`config.mk`:
```
export PLATFORM = sky130hd
export DESIGN_NAME = ext_bus_pins
export DESIGN_NICKNAME = d
export VERILOG_FILES = /design/src/verilog/ext_bus_pins.v /design/src/verilog/lane_parity.v
export VERILOG_INCLUDE_DIRS = /design/src /design/src/common
export SDC_FILE = /design/constraint.sdc
export NUM_CORES = 1
export LEC_CHECK = 0
export ABC_AREA = 1
export BUFFER_PORTS_ARGS = -buffer_cell sky130_fd_sc_hd__buf_2
export CAP_MARGIN = 20
export CORE_UTILIZATION = 25
export CTS_BUF_LIST = sky130_fd_sc_hd__clkbuf_8
export DETAILED_ROUTE_END_ITERATION = 16
export GPL_TIMING_DRIVEN = 0
export PLACE_DENSITY_LB_ADDON = 0.3
export SYNTH_ARGS = -nofsm -noshare
export SYNTH_HDL_FRONTEND = slang
export SYNTH_HIERARCHICAL = 1
export SYNTH_SLANG_ARGS = --single-unit
export TNS_END_PERCENT = 100
```
`constraint.sdc`:
```
create_clock -name core_clk -period 1.7 [get_ports core_clk]
set_input_delay 0.34 -clock core_clk [delete_from_list [all_inputs] [get_ports core_clk]]
set_output_delay 0.34 -clock core_clk [all_outputs]
set_load 0.03 [all_outputs]
```
`src/common/ext_bus_map.vh`:
```
// Summary of operation
// Lower data half used only long/three-byte transfers.
// Half-width mode keeps lower data lines undriven.
// Parity lane0 bits 31-24 through lane3 bits 7-0.
// Lane3 parity pin is strap during reset.
// Strap high or floating selects 32-bit bus.
// Selects follow address ranges; select zero boots.
// Optionally copy row selects 1, 2 to duplicates.
// Select seven pin may be level-7 acknowledge.
// Acknowledge cycle reads CPU space, codes 0111.
// Acknowledge drives level on A3-A1, matching strobe.
// Acknowledge drives space type A19-A16 all ones.
// Acknowledge drives all other address bits high.
// Responder places vector number on data bus.
// Acknowledge ends by size acknowledge like reads.
// Only one level acknowledge strobe active.
`ifndef EXT_BUS_MAP_VH
`define EXT_BUS_MAP_VH

// ----------------------------------------------------------------
// Bus encodings
// ----------------------------------------------------------------
`define FC_CPU_SPACE      4'h7
`define SPACE_TYPE_IACK   4'hf
`define SPACE_TYPE_LSB    16
`define SPACE_TYPE_MSB    19
`define LEVEL_LSB         1
`define LEVEL_MSB         3
`define SIZE_LONG         2'h0
`define SIZE_BYTE         2'h1
`define SIZE_WORD         2'h2
`define SIZE_TRIPLE       2'h3
`define PORT_32           2'h0
`define PORT_8            2'h1
`define PORT_16           2'h2
`define PORT_NONE         2'h3

// ----------------------------------------------------------------
// Field positions and reset values
// ----------------------------------------------------------------
`define SEL_ADDR_LSB      16
`define SEL_ADDR_MSB      31
`define STRAP_LANE        3
`define SYNC_STAGES       2
`define RESET_HALF_WIDTH  1'b0

`endif

```
`src/verilog/ext_bus_pins.v`:
```
`timescale 1ns/1ns
`include "ext_bus_map.vh"
module ext_bus_pins #(
  parameter ODD_PARITY = 1
) (
  core_clk,
  reset,
  ce,
  req_valid,
  req_ready,
  req_write,
  req_iack,
  req_size,
  req_addr,
  req_fc,
  req_level,
  req_wdata,
  rsp_valid,
  rsp_rdata,
  rsp_port_size,
  rsp_parity_err,
  half_width,
  cs_enable,
  cs_base,
  cs_mask,
  dup_enable,
  sel7_is_iack,
  address,
  function_code_lines,
  addr_strobe_n,
  data_strobe_n,
  read_not_write,
  data_in,
  data_out,
  data_hi_oe,
  data_lo_oe,
  lane_parity_in,
  lane_parity_out,
  lane_parity_oe,
  size_acknowledge_n,
  boot_select_n,
  chip_select_n,
  select_seven_n,
  row_select1_dup_n,
  row_select2_dup_n,
  level_ack_strobes_n
);
  input  wire         core_clk;
  input  wire         reset;
  input  wire         ce;
  input  wire         req_valid;
  output wire         req_ready;
  input  wire         req_write;
  input  wire         req_iack;
  input  wire [1:0]   req_size;
  input  wire [31:0]  req_addr;
  input  wire [3:0]   req_fc;
  input  wire [2:0]   req_level;
  input  wire [31:0]  req_wdata;
  output reg          rsp_valid;
  output reg  [31:0]  rsp_rdata;
  output reg  [1:0]   rsp_port_size;
  output reg          rsp_parity_err;
  output reg          half_width;
  input  wire [7:0]   cs_enable;
  input  wire [127:0] cs_base;
  input  wire [127:0] cs_mask;
  input  wire         dup_enable;
  input  wire         sel7_is_iack;
  output reg  [31:0]  address;
  output reg  [3:0]   function_code_lines;
  output reg          addr_strobe_n;
  output reg          data_strobe_n;
  output reg          read_not_write;
  input  wire [31:0]  data_in;
  output reg  [31:0]  data_out;
  output reg          data_hi_oe;
  output reg          data_lo_oe;
  input  wire [3:0]   lane_parity_in;
  output reg  [3:0]   lane_parity_out;
  output reg  [3:0]   lane_parity_oe;
  input  wire [1:0]   size_acknowledge_n;
  output reg          boot_select_n;
  output reg  [6:1]   chip_select_n;
  output reg          select_seven_n;
  output reg          row_select1_dup_n;
  output reg          row_select2_dup_n;
  output reg  [6:1]   level_ack_strobes_n;

  // ----------------------------------------------------------------
  // States
  // ----------------------------------------------------------------
  localparam [3:0] ST_IDLE = 4'h1;
  localparam [3:0] ST_ADDR = 4'h2;
  localparam [3:0] ST_WAIT = 4'h4;
  localparam [3:0] ST_DONE = 4'h8;

  reg  [3:0]  state;
  reg  [3:0]  next_state;

  // ----------------------------------------------------------------
  // Pin synchronisers
  // ----------------------------------------------------------------
  reg  [37:0] pin_meta;
  reg  [37:0] pin_sync;
  wire [31:0] bus_data;
  wire [3:0]  bus_parity;
  wire [1:0]  bus_ack_n;

  always @(posedge core_clk) begin
    if (ce) begin
      pin_meta <= {size_acknowledge_n, lane_parity_in, data_in};
      pin_sync <= pin_meta;
    end
  end

  assign bus_data   = pin_sync[31:0];
  assign bus_parity = pin_sync[35:32];
  assign bus_ack_n  = pin_sync[37:36];

  // ----------------------------------------------------------------
  // Width strap
  // ----------------------------------------------------------------
  // Sampled on every clock-enabled edge while reset is held, frozen at release
  always @(posedge core_clk) begin
    if (ce && reset) begin
      half_width <= ~bus_parity[`STRAP_LANE];
    end
  end

  // ----------------------------------------------------------------
  // Select decode
  // ----------------------------------------------------------------
  reg  [7:0]  hit;
  reg  [7:0]  pick;
  integer     k;

  always @* begin
    hit  = 8'h00;
    pick = 8'h00;
    for (k = 0; k < 8; k = k + 1) begin
      hit[k] = cs_enable[k] &
               (((req_addr[`SEL_ADDR_MSB:`SEL_ADDR_LSB] ^
                  cs_base[16*k +: 16]) & cs_mask[16*k +: 16])
                == 16'h0000);
    end
    // Select zero answers everywhere until it is programmed
    if (!cs_enable[0]) begin
      hit[0] = 1'b1;
    end
    for (k = 7; k >= 0; k = k - 1) begin
      if (hit[k]) begin
        pick = 8'h00;
        pick[k] = 1'b1;
      end
    end
    if (req_iack) begin
      pick = 8'h00;
    end
    // With the shared pin given to acknowledge, range seven is unused
    if (sel7_is_iack) begin
      pick[7] = 1'b0;
    end
  end

  // ----------------------------------------------------------------
  // Lane use and parity
  // ----------------------------------------------------------------
  wire        wide_size;
  wire        use_lo;
  wire [3:0]  wr_parity;
  wire [3:0]  rd_parity;
  reg         cur_lo;
  reg         cur_write;
  reg  [7:0]  cur_level;
  reg  [7:0]  cur_sel;

  assign wide_size = (req_size == `SIZE_LONG) ||
                     (req_size == `SIZE_TRIPLE);
  assign use_lo    = wide_size & ~half_width;

  lane_parity #(
    .LANES (4),
    .ODD   (ODD_PARITY)
  ) u_wr_parity (
    .data   (req_wdata),
    .parity (wr_parity)
  );

  lane_parity #(
    .LANES (4),
    .ODD   (ODD_PARITY)
  ) u_rd_parity (
    .data   (bus_data),
    .parity (rd_parity)
  );

  // ----------------------------------------------------------------
  // Cycle sequencer
  // ----------------------------------------------------------------
  wire        acked;

  assign acked     = (bus_ack_n != 2'b11);
  assign req_ready = state[0];

  always @* begin
    next_state = state;
    case (state)
      ST_IDLE: begin
        if (req_valid) begin
          next_state = ST_ADDR;
        end
      end
      ST_ADDR: begin
        next_state = ST_WAIT;
      end
      ST_WAIT: begin
        if (acked) begin
          next_state = ST_DONE;
        end
      end
      ST_DONE: begin
        next_state = ST_IDLE;
      end
      default: begin
        next_state = ST_IDLE;
      end
    endcase
  end

  always @(posedge core_clk) begin
    if (reset) begin
      state               <= ST_IDLE;
      address             <= 32'h00000000;
      function_code_lines <= 4'h0;
      addr_strobe_n       <= 1'b1;
      data_strobe_n       <= 1'b1;
      read_not_write      <= 1'b1;
      data_out            <= 32'h00000000;
      data_hi_oe          <= 1'b0;
      data_lo_oe          <= 1'b0;
      lane_parity_out     <= 4'h0;
      lane_parity_oe      <= 4'h0;
      cur_lo              <= 1'b0;
      cur_write           <= 1'b0;
      cur_level           <= 8'h00;
      cur_sel             <= 8'h00;
      rsp_valid           <= 1'b0;
      rsp_rdata           <= 32'h00000000;
      rsp_port_size       <= `PORT_NONE;
      rsp_parity_err      <= 1'b0;
    end else if (ce) begin
      state     <= next_state;
      rsp_valid <= 1'b0;
      case (state)
        ST_IDLE: begin
          if (req_valid) begin
            cur_write      <= req_write & ~req_iack;
            cur_lo         <= use_lo;
            cur_sel        <= pick;
            read_not_write <= ~(req_write & ~req_iack);
            cur_level      <= 8'h00;
            if (req_iack) begin
              function_code_lines <= `FC_CPU_SPACE;
              address <= 32'hffffffff;
              address[`SPACE_TYPE_MSB:`SPACE_TYPE_LSB] <=
                `SPACE_TYPE_IACK;
              address[`LEVEL_MSB:`LEVEL_LSB] <= req_level;
              if (req_level != 3'h0) begin
                // One-hot so at most one level strobe fires
                cur_level <= 8'h01 << req_level;
              end
            end else begin
              function_code_lines <= req_fc;
              address             <= req_addr;
            end
            data_out        <= req_wdata;
            lane_parity_out <= wr_parity;
          end
        end
        ST_ADDR: begin
          addr_strobe_n <= 1'b0;
          data_strobe_n <= 1'b0;
          data_hi_oe    <= cur_write;
          data_lo_oe    <= cur_write & cur_lo;
          lane_parity_oe <= {{2{cur_write & cur_lo}},
                             {2{cur_write}}};
        end
        ST_WAIT: begin
          if (acked) begin
            // Acknowledge reads complete exactly like data reads
            rsp_rdata <= cur_lo ? bus_data
                                : {bus_data[31:16], 16'h0000};
            rsp_port_size  <= bus_ack_n;
            rsp_parity_err <= ~cur_write &
              (((rd_parity ^ bus_parity) &
                {{2{cur_lo}}, 2'b11}) != 4'h0);
            rsp_valid      <= 1'b1;
          end
        end
        ST_DONE: begin
          addr_strobe_n  <= 1'b1;
          data_strobe_n  <= 1'b1;
          data_hi_oe     <= 1'b0;
          data_lo_oe     <= 1'b0;
          lane_parity_oe <= 4'h0;
          read_not_write <= 1'b1;
          cur_sel        <= 8'h00;
          cur_level      <= 8'h00;
        end
        default: begin
          addr_strobe_n <= 1'b1;
        end
      endcase
    end
  end

  // ----------------------------------------------------------------
  // Select and strobe pins
  // ----------------------------------------------------------------
  wire        strobe_on;

  assign strobe_on = state[2] | state[3];

  always @(posedge core_clk) begin
    if (reset) begin
      boot_select_n       <= 1'b1;
      chip_select_n       <= 6'h3f;
      select_seven_n      <= 1'b1;
      row_select1_dup_n   <= 1'b1;
      row_select2_dup_n   <= 1'b1;
      level_ack_strobes_n <= 6'h3f;
    end else if (ce) begin
      boot_select_n <= ~(strobe_on & cur_sel[0]);
      chip_select_n <= ~({6{strobe_on}} & cur_sel[6:1]);
      row_select1_dup_n <= ~(dup_enable & strobe_on &
                             cur_sel[1]);
      row_select2_dup_n <= ~(dup_enable & strobe_on &
                             cur_sel[2]);
      level_ack_strobes_n <= ~({6{strobe_on}} &
                               cur_level[6:1]);
      if (sel7_is_iack) begin
        select_seven_n <= ~(strobe_on & cur_level[7]);
      end else begin
        select_seven_n <= ~(strobe_on & cur_sel[7]);
      end
    end
  end

endmodule

```
`src/verilog/lane_parity.v`:
```
`timescale 1ns/1ns
module lane_parity #(
  parameter LANES = 4,
  parameter ODD   = 1
) (
  data,
  parity
);
  input  wire [8*LANES-1:0] data;
  output wire [LANES-1:0]   parity;

  // ----------------------------------------------------------------
  // One parity bit per byte lane, lane zero on the top byte
  // ----------------------------------------------------------------
  genvar i;
  generate
    for (i = 0; i < LANES; i = i + 1) begin : g_lane
      assign parity[i] = (^data[8*(LANES-i)-1 -: 8])
                         ^ (ODD != 0);
    end
  endgenerate

endmodule

```
==> results of run 1 <==
layout make-up:
type                    count  area, µm²
inverters                 176        668
fillers                  4889      29100
repair buffers            578       3250
well taps                 600        751
flip-flops and latches    227       5330
multi-input cells        1204       5480
clock buffers              46        633
diodes                      5       12.5
plain buffers              72        393
clock inverters            25        181
worst reg2reg max path: cells and delay by family, from the launching register on:
family	cells	cell delay (ns)
buffers and inverters	1	0.17
AOI/OAI and AO/OA	3	0.45
DFF	1	0.46
xor gates and xnor gates	1	0.17
and+or+nand+nor	6	0.36
report_power, final:
part / internal [mW] / switching, mW / total (mW)
clock: 2.80 / 2.34 / 5.14
combinational: 1.06 / 1.74 / 2.80
sequential: 5.93 / 0.160 / 6.09
total: 9.79 / 4.23 / 14.0
per-layer routing:
metal / global-route usage / routed length, µm / vias up
met3: 0.0483 / 3530 / 61
met4: 0.0457 / 842 / 2
met2: 0.363 / 25000 / 420
li1: - / - / 6609
met1: 0.283 / 23700 / 6062
met5: 0 / 17 / -
path summary, 6_finish.rpt:
kind / startpoint / slack (ns) / end
max: pin_sync[12] / -0.04 / rsp_parity_err
min: req_wdata[8] / 0.05 / data_out[8]
max reg2reg: pin_sync[12] / -0.04 / rsp_parity_err
min reg2reg: pin_meta[3] / 0.41 / pin_sync[3]
flip-flops by register name, indices dropped and copies added (netlist names), 2 cells and up:
register / count
address: 32
chip_select_n: 6
cur_level: 7
cur_sel: 8
data_out: 32
function_code_lines: 4
lane_parity_oe: 2
lane_parity_out: 4
level_ack_strobes_n: 6
pin_meta: 38
pin_sync: 38
rsp_port_size: 2
rsp_rdata: 32
state: 4
cell usage after synthesis (all sizes together):
cell type	instances
xor2	19
clkinv	1
o311ai	1
buf	38
nand4	17
nand2	596
edfxtp	77
dfxtp	150
a21boi	1
o21ai	68
nor3	25
o22ai	5
nor2	160
nand3	142
a211o	11
xnor2	10
nand3b	1
or2	37
o221ai	1
clkbuf	35
inv	175
a21oi	92
a211oi	1
a31oi	17
what timing repair did:
action / CTS / global route
hold endpoints to repair: 52 / 0
buffers inserted: 1 / 8
hold buffers: 52 / 0
gates resized for setup: 20 / 54
gates cloned: 1 / 1
setup endpoints to repair: 75 / 93
pin swaps: 1 / 22
per-stage QoR:
| stage | area, µm² | setup TNS [ns] | power [mW] |
|---|---|---|---|
| after floorplan | 11700 | 0 | 7.56 |
| final | 16700 | -0.0388 | 14.0 |
| after detailed placement | 15000 | -77.21 | 8.80 |
| after CTS | 16500 | 0 | 14.1 |
| after global placement | 15000 | -226.30 | 8.75 |
| after global routing | 16700 | -0.335 | 14.8 |
cells by family after synthesis:
kind of cell,count (synthesis),share of synthesized area
buf+inv,249,0.0865
simple gates,978,0.345
compound gates,197,0.0916
flops,227,0.455
xor+xnor,29,0.0217
cell usage in the layout (no fill, tap or decap), types with 4 or more instances in the layout:
cell           Yosys  routed
nand2_1          595     586
buf_2             24     534
inv_1            171     179
nor2_1           157     155
dfxtp_1          150     145
nand3_1          142     140
a21oi_1           91      90
edfxtp_1          77      77
o21ai_0           67      67
dlygate4sd3_1      0      52
clkbuf_8           0      46
or2_2             31      31
clkbuf_1          35      25
buf_4             10      22
xor2_1            19      19
nor3_1            23      18
a31oi_1           17      17
nand4_1           17      17
a211o_1           11      11
nand2_2            1       9
xnor2_1           10       8
inv_2              4       7
nor3_2             2       6
diode_2            0       5
buf_6              1       5
clkbuf_2           0       5
o22ai_1            5       5
clkinv_2           1       5
or2_1              4       4
==> metrics.txt, run 1 <==
# TYPE chip_impl_metric gauge
chip_impl_info{name="outcome",value="finished, violations left"} 1
chip_impl_info{name="violations_in_the_final_reports",value="negative setup slack"} 1
chip_impl_metric{name="remaining_drc_errors",unit=""} 0
chip_impl_metric{name="worst_clock_skew",unit="ns"} 0.0280
chip_impl_metric{name="period_utilization_post_route",unit=""} 1.02
chip_impl_metric{name="post_drt_wl_per_cell",unit="µm"} 18.1
chip_impl_metric{name="die_w",unit="µm"} 218
chip_impl_metric{name="grt_overflow_total",unit=""} 0
chip_impl_info{name="netlist.top_cell.by_area",value="dfxtp_1"} 1
chip_impl_metric{name="syn_area",unit="µm²"} 11700
chip_impl_metric{name="clkSlewWorstSetupHoldPaths",unit="ns"} 0.06
chip_impl_metric{name="grt_start_max_net_pins",unit=""} 34
chip_impl_metric{name="placeable_core_region",unit="µm²"} 45800
chip_impl_metric{name="timing_hold_violations_final",unit=""} 0
chip_impl_metric{name="final_layout_size_suffix_gt1_frac",unit=""} 0.301
chip_impl_info{name="path_common_cell",value="nand2_1"} 1
chip_impl_metric{name="dieHeight",unit="µm"} 218
chip_impl_metric{name="post_synth_inst_count",unit=""} 1680
chip_impl_metric{name="min_delay_path_depth",unit=""} 3
chip_impl_metric{name="layout.core_utilization",unit=""} 0.365
chip_impl_metric{name="cp_num_cells",unit=""} 11
chip_impl_metric{name="cts.sinks",unit=""} 227
chip_impl_metric{name="synthDominantCellAreaShare",unit=""} 0.257
chip_impl_metric{name="design.final.nets",unit=""} 2682
chip_impl_metric{name="critical_path.max_fanout",unit=""} 4
chip_impl_metric{name="cp_slowest_stage_delay",unit="ns"} 0.46
chip_impl_metric{name="cp.required",unit="ns"} 2.12
chip_impl_metric{name="io_buffers",unit=""} 514
chip_impl_metric{name="placementRows",unit=""} 78
chip_impl_metric{name="pre_cts_slack",unit="ns"} -1.05
chip_impl_metric{name="globalplace.congestion",unit=""} 0.955
chip_impl_metric{name="dr.pass1.iters",unit=""} 5
chip_impl_metric{name="pin_count",unit=""} 518
chip_impl_metric{name="stdcell_count",unit=""} 2933
chip_impl_metric{name="final_antenna_net_count",unit=""} 0
chip_impl_info{name="sort_of_element_at_the_start_of_the_critical_path",value="flip-flop"} 1
chip_impl_metric{name="timing.critical_path.arrival",unit="ns"} 2.16
chip_impl_info{name="worstSetupPathType",value="flip-flop to flip-flop"} 1
chip_impl_metric{name="critical_path.n_buffers_inverters",unit=""} 1
chip_impl_metric{name="final_report_setup_violation_count",unit=""} 1
chip_impl_metric{name="worst_hold_slack",unit="ns"} 0.0514
chip_impl_metric{name="post_synthesis_register_bit_count",unit=""} 227
chip_impl_metric{name="worst_pin_slew",unit="ns"} 0.863
chip_impl_info{name="min_path_type",value="primary input to flip-flop"} 1
chip_impl_metric{name="reg2regPathDepth",unit=""} 11
chip_impl_info{name="unrepaired_setup_endpoints_after_global_routing",value="yes"} 1
chip_impl_metric{name="mappedNetlistNets",unit=""} 2063
chip_impl_metric{name="route.final.wire_length",unit="mm"} 53.1
chip_impl_metric{name="ir_worst_vdd",unit="mV"} 0.573
chip_impl_metric{name="synth_area_per_cell",unit="µm²"} 6.96
chip_impl_metric{name="antenna_violations_before_repair",unit=""} 9
chip_impl_info{name="path_delay_family",value="flip-flops"} 1
chip_impl_metric{name="yosysWarnings",unit=""} 6
chip_impl_metric{name="grt_pass1_wl",unit="mm"} 76.2
chip_impl_metric{name="relSlewSlack",unit=""} 0.425
chip_impl_metric{name="initial_utilization",unit=""} 0.255
chip_impl_metric{name="clock_insertion_delay_worst_skew",unit="ns"} 0.56
chip_impl_info{name="worstPathCellList",value="buf_4 -> nand2_1 -> nand2_1 -> nand2_1 -> nand2_2 -> nand3_2 -> nand2_2 -> xnor2_2 -> a21oi_2 -> o311ai_1 -> a21oi_1"} 1
chip_impl_metric{name="detail_route.vias_per_cell",unit=""} 4.48
chip_impl_info{name="cts.root.buffer_cell",value="clkbuf_8"} 1
chip_impl_metric{name="first_global_vias",unit=""} 12375
chip_impl_metric{name="route.vias.total",unit=""} 13154
chip_impl_metric{name="netlist-cell-type-count",unit=""} 35
chip_impl_metric{name="cts.htree.levels",unit=""} 2
chip_impl_info{name="cp_capture_type",value="flip-flop"} 1
chip_impl_metric{name="report.final.slew_viol_count",unit=""} 0
chip_impl_metric{name="drv_cap",unit=""} 0
chip_impl_metric{name="synth-seq-area-share",unit=""} 0.455
chip_impl_info{name="tritoncts",value="done"} 1
chip_impl_metric{name="clock.fmax",unit="MHz"} 575
chip_impl_info{name="netlist_top_cells_area",value="dfxtp_1, edfxtp_1, nand2_1"} 1
chip_impl_metric{name="total_leakage_power",unit="nW"} 8.54
chip_impl_metric{name="detailedPlacementHpwl",unit="mm"} 43.0
chip_impl_metric{name="cts-root-to-sink-buffers",unit=""} 3
chip_impl_metric{name="total_die_area",unit="µm²"} 47600
chip_impl_metric{name="track_usage",unit=""} 0.217
chip_impl_metric{name="cts_buffer_count",unit=""} 40
chip_impl_metric{name="place.detailed.instances",unit=""} 2795
chip_impl_metric{name="final_critical_path_required_period",unit="ns"} 1.74
chip_impl_metric{name="synthToLayoutAreaGrowth",unit="%"} 42.8
chip_impl_metric{name="detailedRoute.firstIterationViolations",unit=""} 847
chip_impl_metric{name="worst_slack",unit="ns"} -0.0388
chip_impl_metric{name="p_per_area",unit="nW/µm²"} 840
chip_impl_info{name="critical_path.slowest_cell",value="edfxtp_1"} 1
Power figures use the tool's default switching activity.
==> run 2, diff against run 1 <==
--- a/config.mk
+++ b/config.mk
@@ -6,7 +6,6 @@
 export SDC_FILE = /design/constraint.sdc
 export NUM_CORES = 1
 export LEC_CHECK = 0
-export ABC_AREA = 1
 export BUFFER_PORTS_ARGS = -buffer_cell sky130_fd_sc_hd__buf_2
 export CAP_MARGIN = 20
 export CORE_UTILIZATION = 25
@@ -14,6 +13,7 @@
 export DETAILED_ROUTE_END_ITERATION = 16
 export GPL_TIMING_DRIVEN = 0
 export PLACE_DENSITY_LB_ADDON = 0.3
+export SLEW_MARGIN = 10
 export SYNTH_ARGS = -nofsm -noshare
 export SYNTH_HDL_FRONTEND = slang
 export SYNTH_HIERARCHICAL = 1
==> metrics.txt, run 2 <==
# TYPE chip_impl_metric gauge
chip_impl_info{name="outcome",value="finished, violations left"} 1
chip_impl_info{name="violations_in_the_final_reports",value="negative setup slack"} 1
chip_impl_metric{name="detailedRoute.firstIterationViolations",unit=""} 567
chip_impl_info{name="layout_top_registers",value="pin_meta: 38 flops, pin_sync: 38 flops"} 1
chip_impl_info{name="unrepaired_setup_endpoints_after_global_routing",value="yes"} 1
chip_impl_info{name="tritoncts",value="done"} 1
chip_impl_info{name="cts.root.buffer_cell",value="clkbuf_8"} 1
chip_impl_metric{name="layout.filler_cells",unit=""} 4150
chip_impl_metric{name="remaining_drc_errors",unit=""} 0
chip_impl_metric{name="route.vias.total",unit=""} 10124
chip_impl_metric{name="first_global_vias",unit=""} 9810
chip_impl_metric{name="relSlewSlack",unit=""} 0.204
chip_impl_metric{name="period_utilization_post_route",unit=""} 1.11
chip_impl_metric{name="detail_route.vias_per_cell",unit=""} 4.54
chip_impl_metric{name="cts.htree.levels",unit=""} 2
chip_impl_metric{name="grt_pass1_wl",unit="mm"} 61.7
chip_impl_metric{name="synth-simple-area-share",unit=""} 0.168
chip_impl_metric{name="min_delay_path_depth",unit=""} 3
chip_impl_metric{name="grt_start_max_net_pins",unit=""} 31
chip_impl_metric{name="antenna_violations_before_repair",unit=""} 7
chip_impl_metric{name="worst_pin_slew",unit="ns"} 1.19
chip_impl_info{name="synth_most_common_cell",value="nand2_1"} 1
chip_impl_info{name="worstSetupPathType",value="flip-flop to flip-flop"} 1
chip_impl_metric{name="dieHeight",unit="µm"} 206
chip_impl_metric{name="pin_count",unit=""} 518
chip_impl_metric{name="timing_hold_violations_final",unit=""} 0
chip_impl_metric{name="synthDominantCellAreaShare",unit=""} 0.289
chip_impl_metric{name="placeable_core_region",unit="µm²"} 40900
chip_impl_metric{name="synthToLayoutAreaGrowth",unit="%"} 53.0
chip_impl_info{name="dominantRegCellSynth",value="dfxtp_1"} 1
chip_impl_metric{name="reg2regPathDepth",unit=""} 9
chip_impl_info{name="cp_capture_type",value="flip-flop"} 1
chip_impl_metric{name="clkSlewWorstSetupHoldPaths",unit="ns"} 0.06
chip_impl_metric{name="worst_slack",unit="ns"} -0.187
chip_impl_metric{name="route.final.wire_length",unit="mm"} 45.0
chip_impl_metric{name="netlist-cell-type-count",unit=""} 48
chip_impl_metric{name="final_antenna_net_count",unit=""} 0
chip_impl_metric{name="dr.pass1.iters",unit=""} 5
chip_impl_metric{name="cts.sinks",unit=""} 227
chip_impl_info{name="final_cell_mix",value="buf_2, nand2_1, dfxtp_1, xor2_1, edfxtp_1"} 1
chip_impl_metric{name="worst_clock_skew",unit="ns"} 0.0179
chip_impl_metric{name="report.final.slew_viol_count",unit=""} 0
chip_impl_metric{name="multiplexer_share_of_the_synthesized_area",unit=""} 0.00386
chip_impl_metric{name="final_critical_path_required_period",unit="ns"} 1.89
chip_impl_metric{name="layout.core_utilization",unit=""} 0.388
chip_impl_info{name="min_path_type",value="primary input to flip-flop"} 1
chip_impl_metric{name="synth_area_per_cell",unit="µm²"} 9.80
chip_impl_info{name="synth.cells.most_frequent",value="nand2_1, dfxtp_1, xor2_1, a21oi_1, edfxtp_1"} 1
chip_impl_info{name="combinational_family_with_the_most_area_after_synthesis",value="simple AND/OR/NAND/NOR gates"} 1
chip_impl_info{name="netlist.top_cell.by_area",value="dfxtp_1"} 1
chip_impl_info{name="netlist_top_cells_area",value="dfxtp_1, edfxtp_1, xor2_1"} 1
chip_impl_metric{name="yosysWarnings",unit=""} 6
chip_impl_metric{name="post_drt_wl_per_cell",unit="µm"} 20.2
chip_impl_metric{name="cts_buffer_count",unit=""} 40
chip_impl_metric{name="ir_worst_vdd",unit="mV"} 0.949
chip_impl_metric{name="total_leakage_power",unit="nW"} 6.77
chip_impl_metric{name="detailedPlacementHpwl",unit="mm"} 35.0
chip_impl_metric{name="placementRows",unit=""} 74
chip_impl_metric{name="io_buffers",unit=""} 500
chip_impl_metric{name="design.final.nets",unit=""} 2047
chip_impl_info{name="mostFrequentLayoutCell",value="buf_2"} 1
chip_impl_metric{name="critical_path.max_fanout",unit=""} 7
chip_impl_metric{name="adder_cell_fraction_of_synth_area",unit=""} 0
chip_impl_metric{name="clock.fmax",unit="MHz"} 530
chip_impl_metric{name="drv_cap",unit=""} 0
chip_impl_metric{name="synth-compound-area-share",unit=""} 0.115
chip_impl_metric{name="cp.required",unit="ns"} 2.11
chip_impl_metric{name="synth-xor-area-share",unit=""} 0.161
chip_impl_metric{name="timing.critical_path.arrival",unit="ns"} 2.29
chip_impl_metric{name="die_w",unit="µm"} 206
chip_impl_metric{name="synth-seq-area-share",unit=""} 0.512
chip_impl_metric{name="place.detailed.instances",unit=""} 2092
chip_impl_metric{name="initial_utilization",unit=""} 0.254
chip_impl_metric{name="pre_cts_slack",unit="ns"} -1.04
chip_impl_metric{name="syn_area",unit="µm²"} 10400
chip_impl_metric{name="track_usage",unit=""} 0.200
chip_impl_metric{name="cts-root-to-sink-buffers",unit=""} 3
chip_impl_metric{name="stdcell_count",unit=""} 2230
chip_impl_metric{name="synthArstFlopShare",unit=""} 0
chip_impl_metric{name="post_synth_inst_count",unit=""} 1059
chip_impl_metric{name="total_die_area",unit="µm²"} 42300
chip_impl_info{name="sort_of_element_at_the_start_of_the_critical_path",value="flip-flop"} 1
chip_impl_metric{name="mappedNetlistNets",unit=""} 1442
chip_impl_metric{name="clock_insertion_delay_worst_skew",unit="ns"} 0.55
chip_impl_metric{name="final_report_setup_violation_count",unit=""} 91
chip_impl_metric{name="p_per_area",unit="nW/µm²"} 860
chip_impl_metric{name="globalplace.congestion",unit=""} 0.938
chip_impl_metric{name="final_layout_size_suffix_gt1_frac",unit=""} 0.419
chip_impl_metric{name="synth_edf_count",unit=""} 77
chip_impl_metric{name="post_synthesis_register_bit_count",unit=""} 227
chip_impl_metric{name="grt_overflow_total",unit=""} 0
[run 2: changes by cell type in the layout (fill, tap and decap cells not counted), sizes merged, moves of 36 or more]
| cell | delta |
|---|---|
| nor2 | -101 |
| nor3 | +48 |
| inv | -170 |
| or2 | -36 |
| o21ai | -44 |
| nand2 | -444 |
| a22oi | +53 |
| xnor2 | +49 |
| xor2 | +113 |
| nand3 | -110 |
[run 2: final cells by class]
class | instances | area (µm²) | share of cell area
well taps | 532 | 666 | 0.0419
plain buffers | 75 | 651 | 0.0410
clock buffers | 43 | 592 | 0.0373
flip-flops and latches | 227 | 5330 | 0.335
clock inverters | 28 | 178 | 0.0112
diodes | 5 | 12.5 | 0.000788
inverters | 3 | 11.3 | 0.000709
multi-input cells | 751 | 5190 | 0.327
repair buffers | 566 | 3260 | 0.205
[run 2: logic make-up (layout without fill, tap and decap cells)]
family | after synthesis | in the layout
AO/OA/AOI/OAI | 184 | 184
XOR/XNOR | 191 | 191
buffers and inverters | 81 | 715
flip-flops | 227 | 227
multiplexers | 4 | 4
other | 0 | 5
AND/OR/NAND/NOR | 372 | 372
[run 2: path summary, 6_finish.rpt]
path,startpoint,endpoint,slack (ns)
setup / recovery,state[1],address[10],-0.19
hold / removal,req_wdata[30],data_out[30],0.06
setup reg to reg,state[1],address[10],-0.19
hold reg to reg,pin_meta[30],pin_sync[30],0.42
[run 2: through the flow]
| stage | TNS, ns | total power, mW | area [µm²] | hold WS [ns] |
|---|---|---|---|---|
| floorplan | -0.0682 | 7.47 | 10500 | 0.400 |
| global placement | -266.83 | 8.55 | 13700 | 0.401 |
| detailed placement | -121.71 | 8.59 | 13700 | 0.405 |
| CTS | -6.67 | 13.7 | 15100 | 0.0157 |
| global route | -12.43 | 14.3 | 15900 | 0.0332 |
| finish | -4.48 | 13.7 | 15900 | 0.0575 |
[run 2: report_power, final]
part / internal, mW / switching, mW
clock: 2.65 / 2.25
combinational: 1.18 / 1.54
sequential: 5.90 / 0.135
[run 2: worst max-delay path: stages (launching register included)]
cell,delay [ns]
dfxtp_1,0.31
buf_6,0.13
nand2b_4,0.15
or3_1,0.38
buf_6,0.14
buf_12,0.13
buf_6,0.12
clkbuf_16,0.16
nor3_4,0.16
nor3_1,0.06
[run 2: routing by layer]
| layer | up-vias | share of wire | GRT usage |
|---|---|---|---|
| met1 | 4805 | 0.43 | 0.263 |
| li1 | 4904 | - | - |
| met5 | - | 0.00020 | 0 |
| met2 | 361 | 0.48 | 0.329 |
| met3 | 52 | 0.075 | 0.0483 |
| met4 | 2 | 0.017 | 0.0441 |
[run 2: repair_timing]
item                                    in CTS  in global routing
buffers inserted                            11                 11
pin swaps                                   10                 27
gates cloned                                 1                  5
hold buffers                                38                  0
gates resized for setup                     54                134
endpoints found under the setup margin     145                132
endpoints found under the hold margin       38                  0
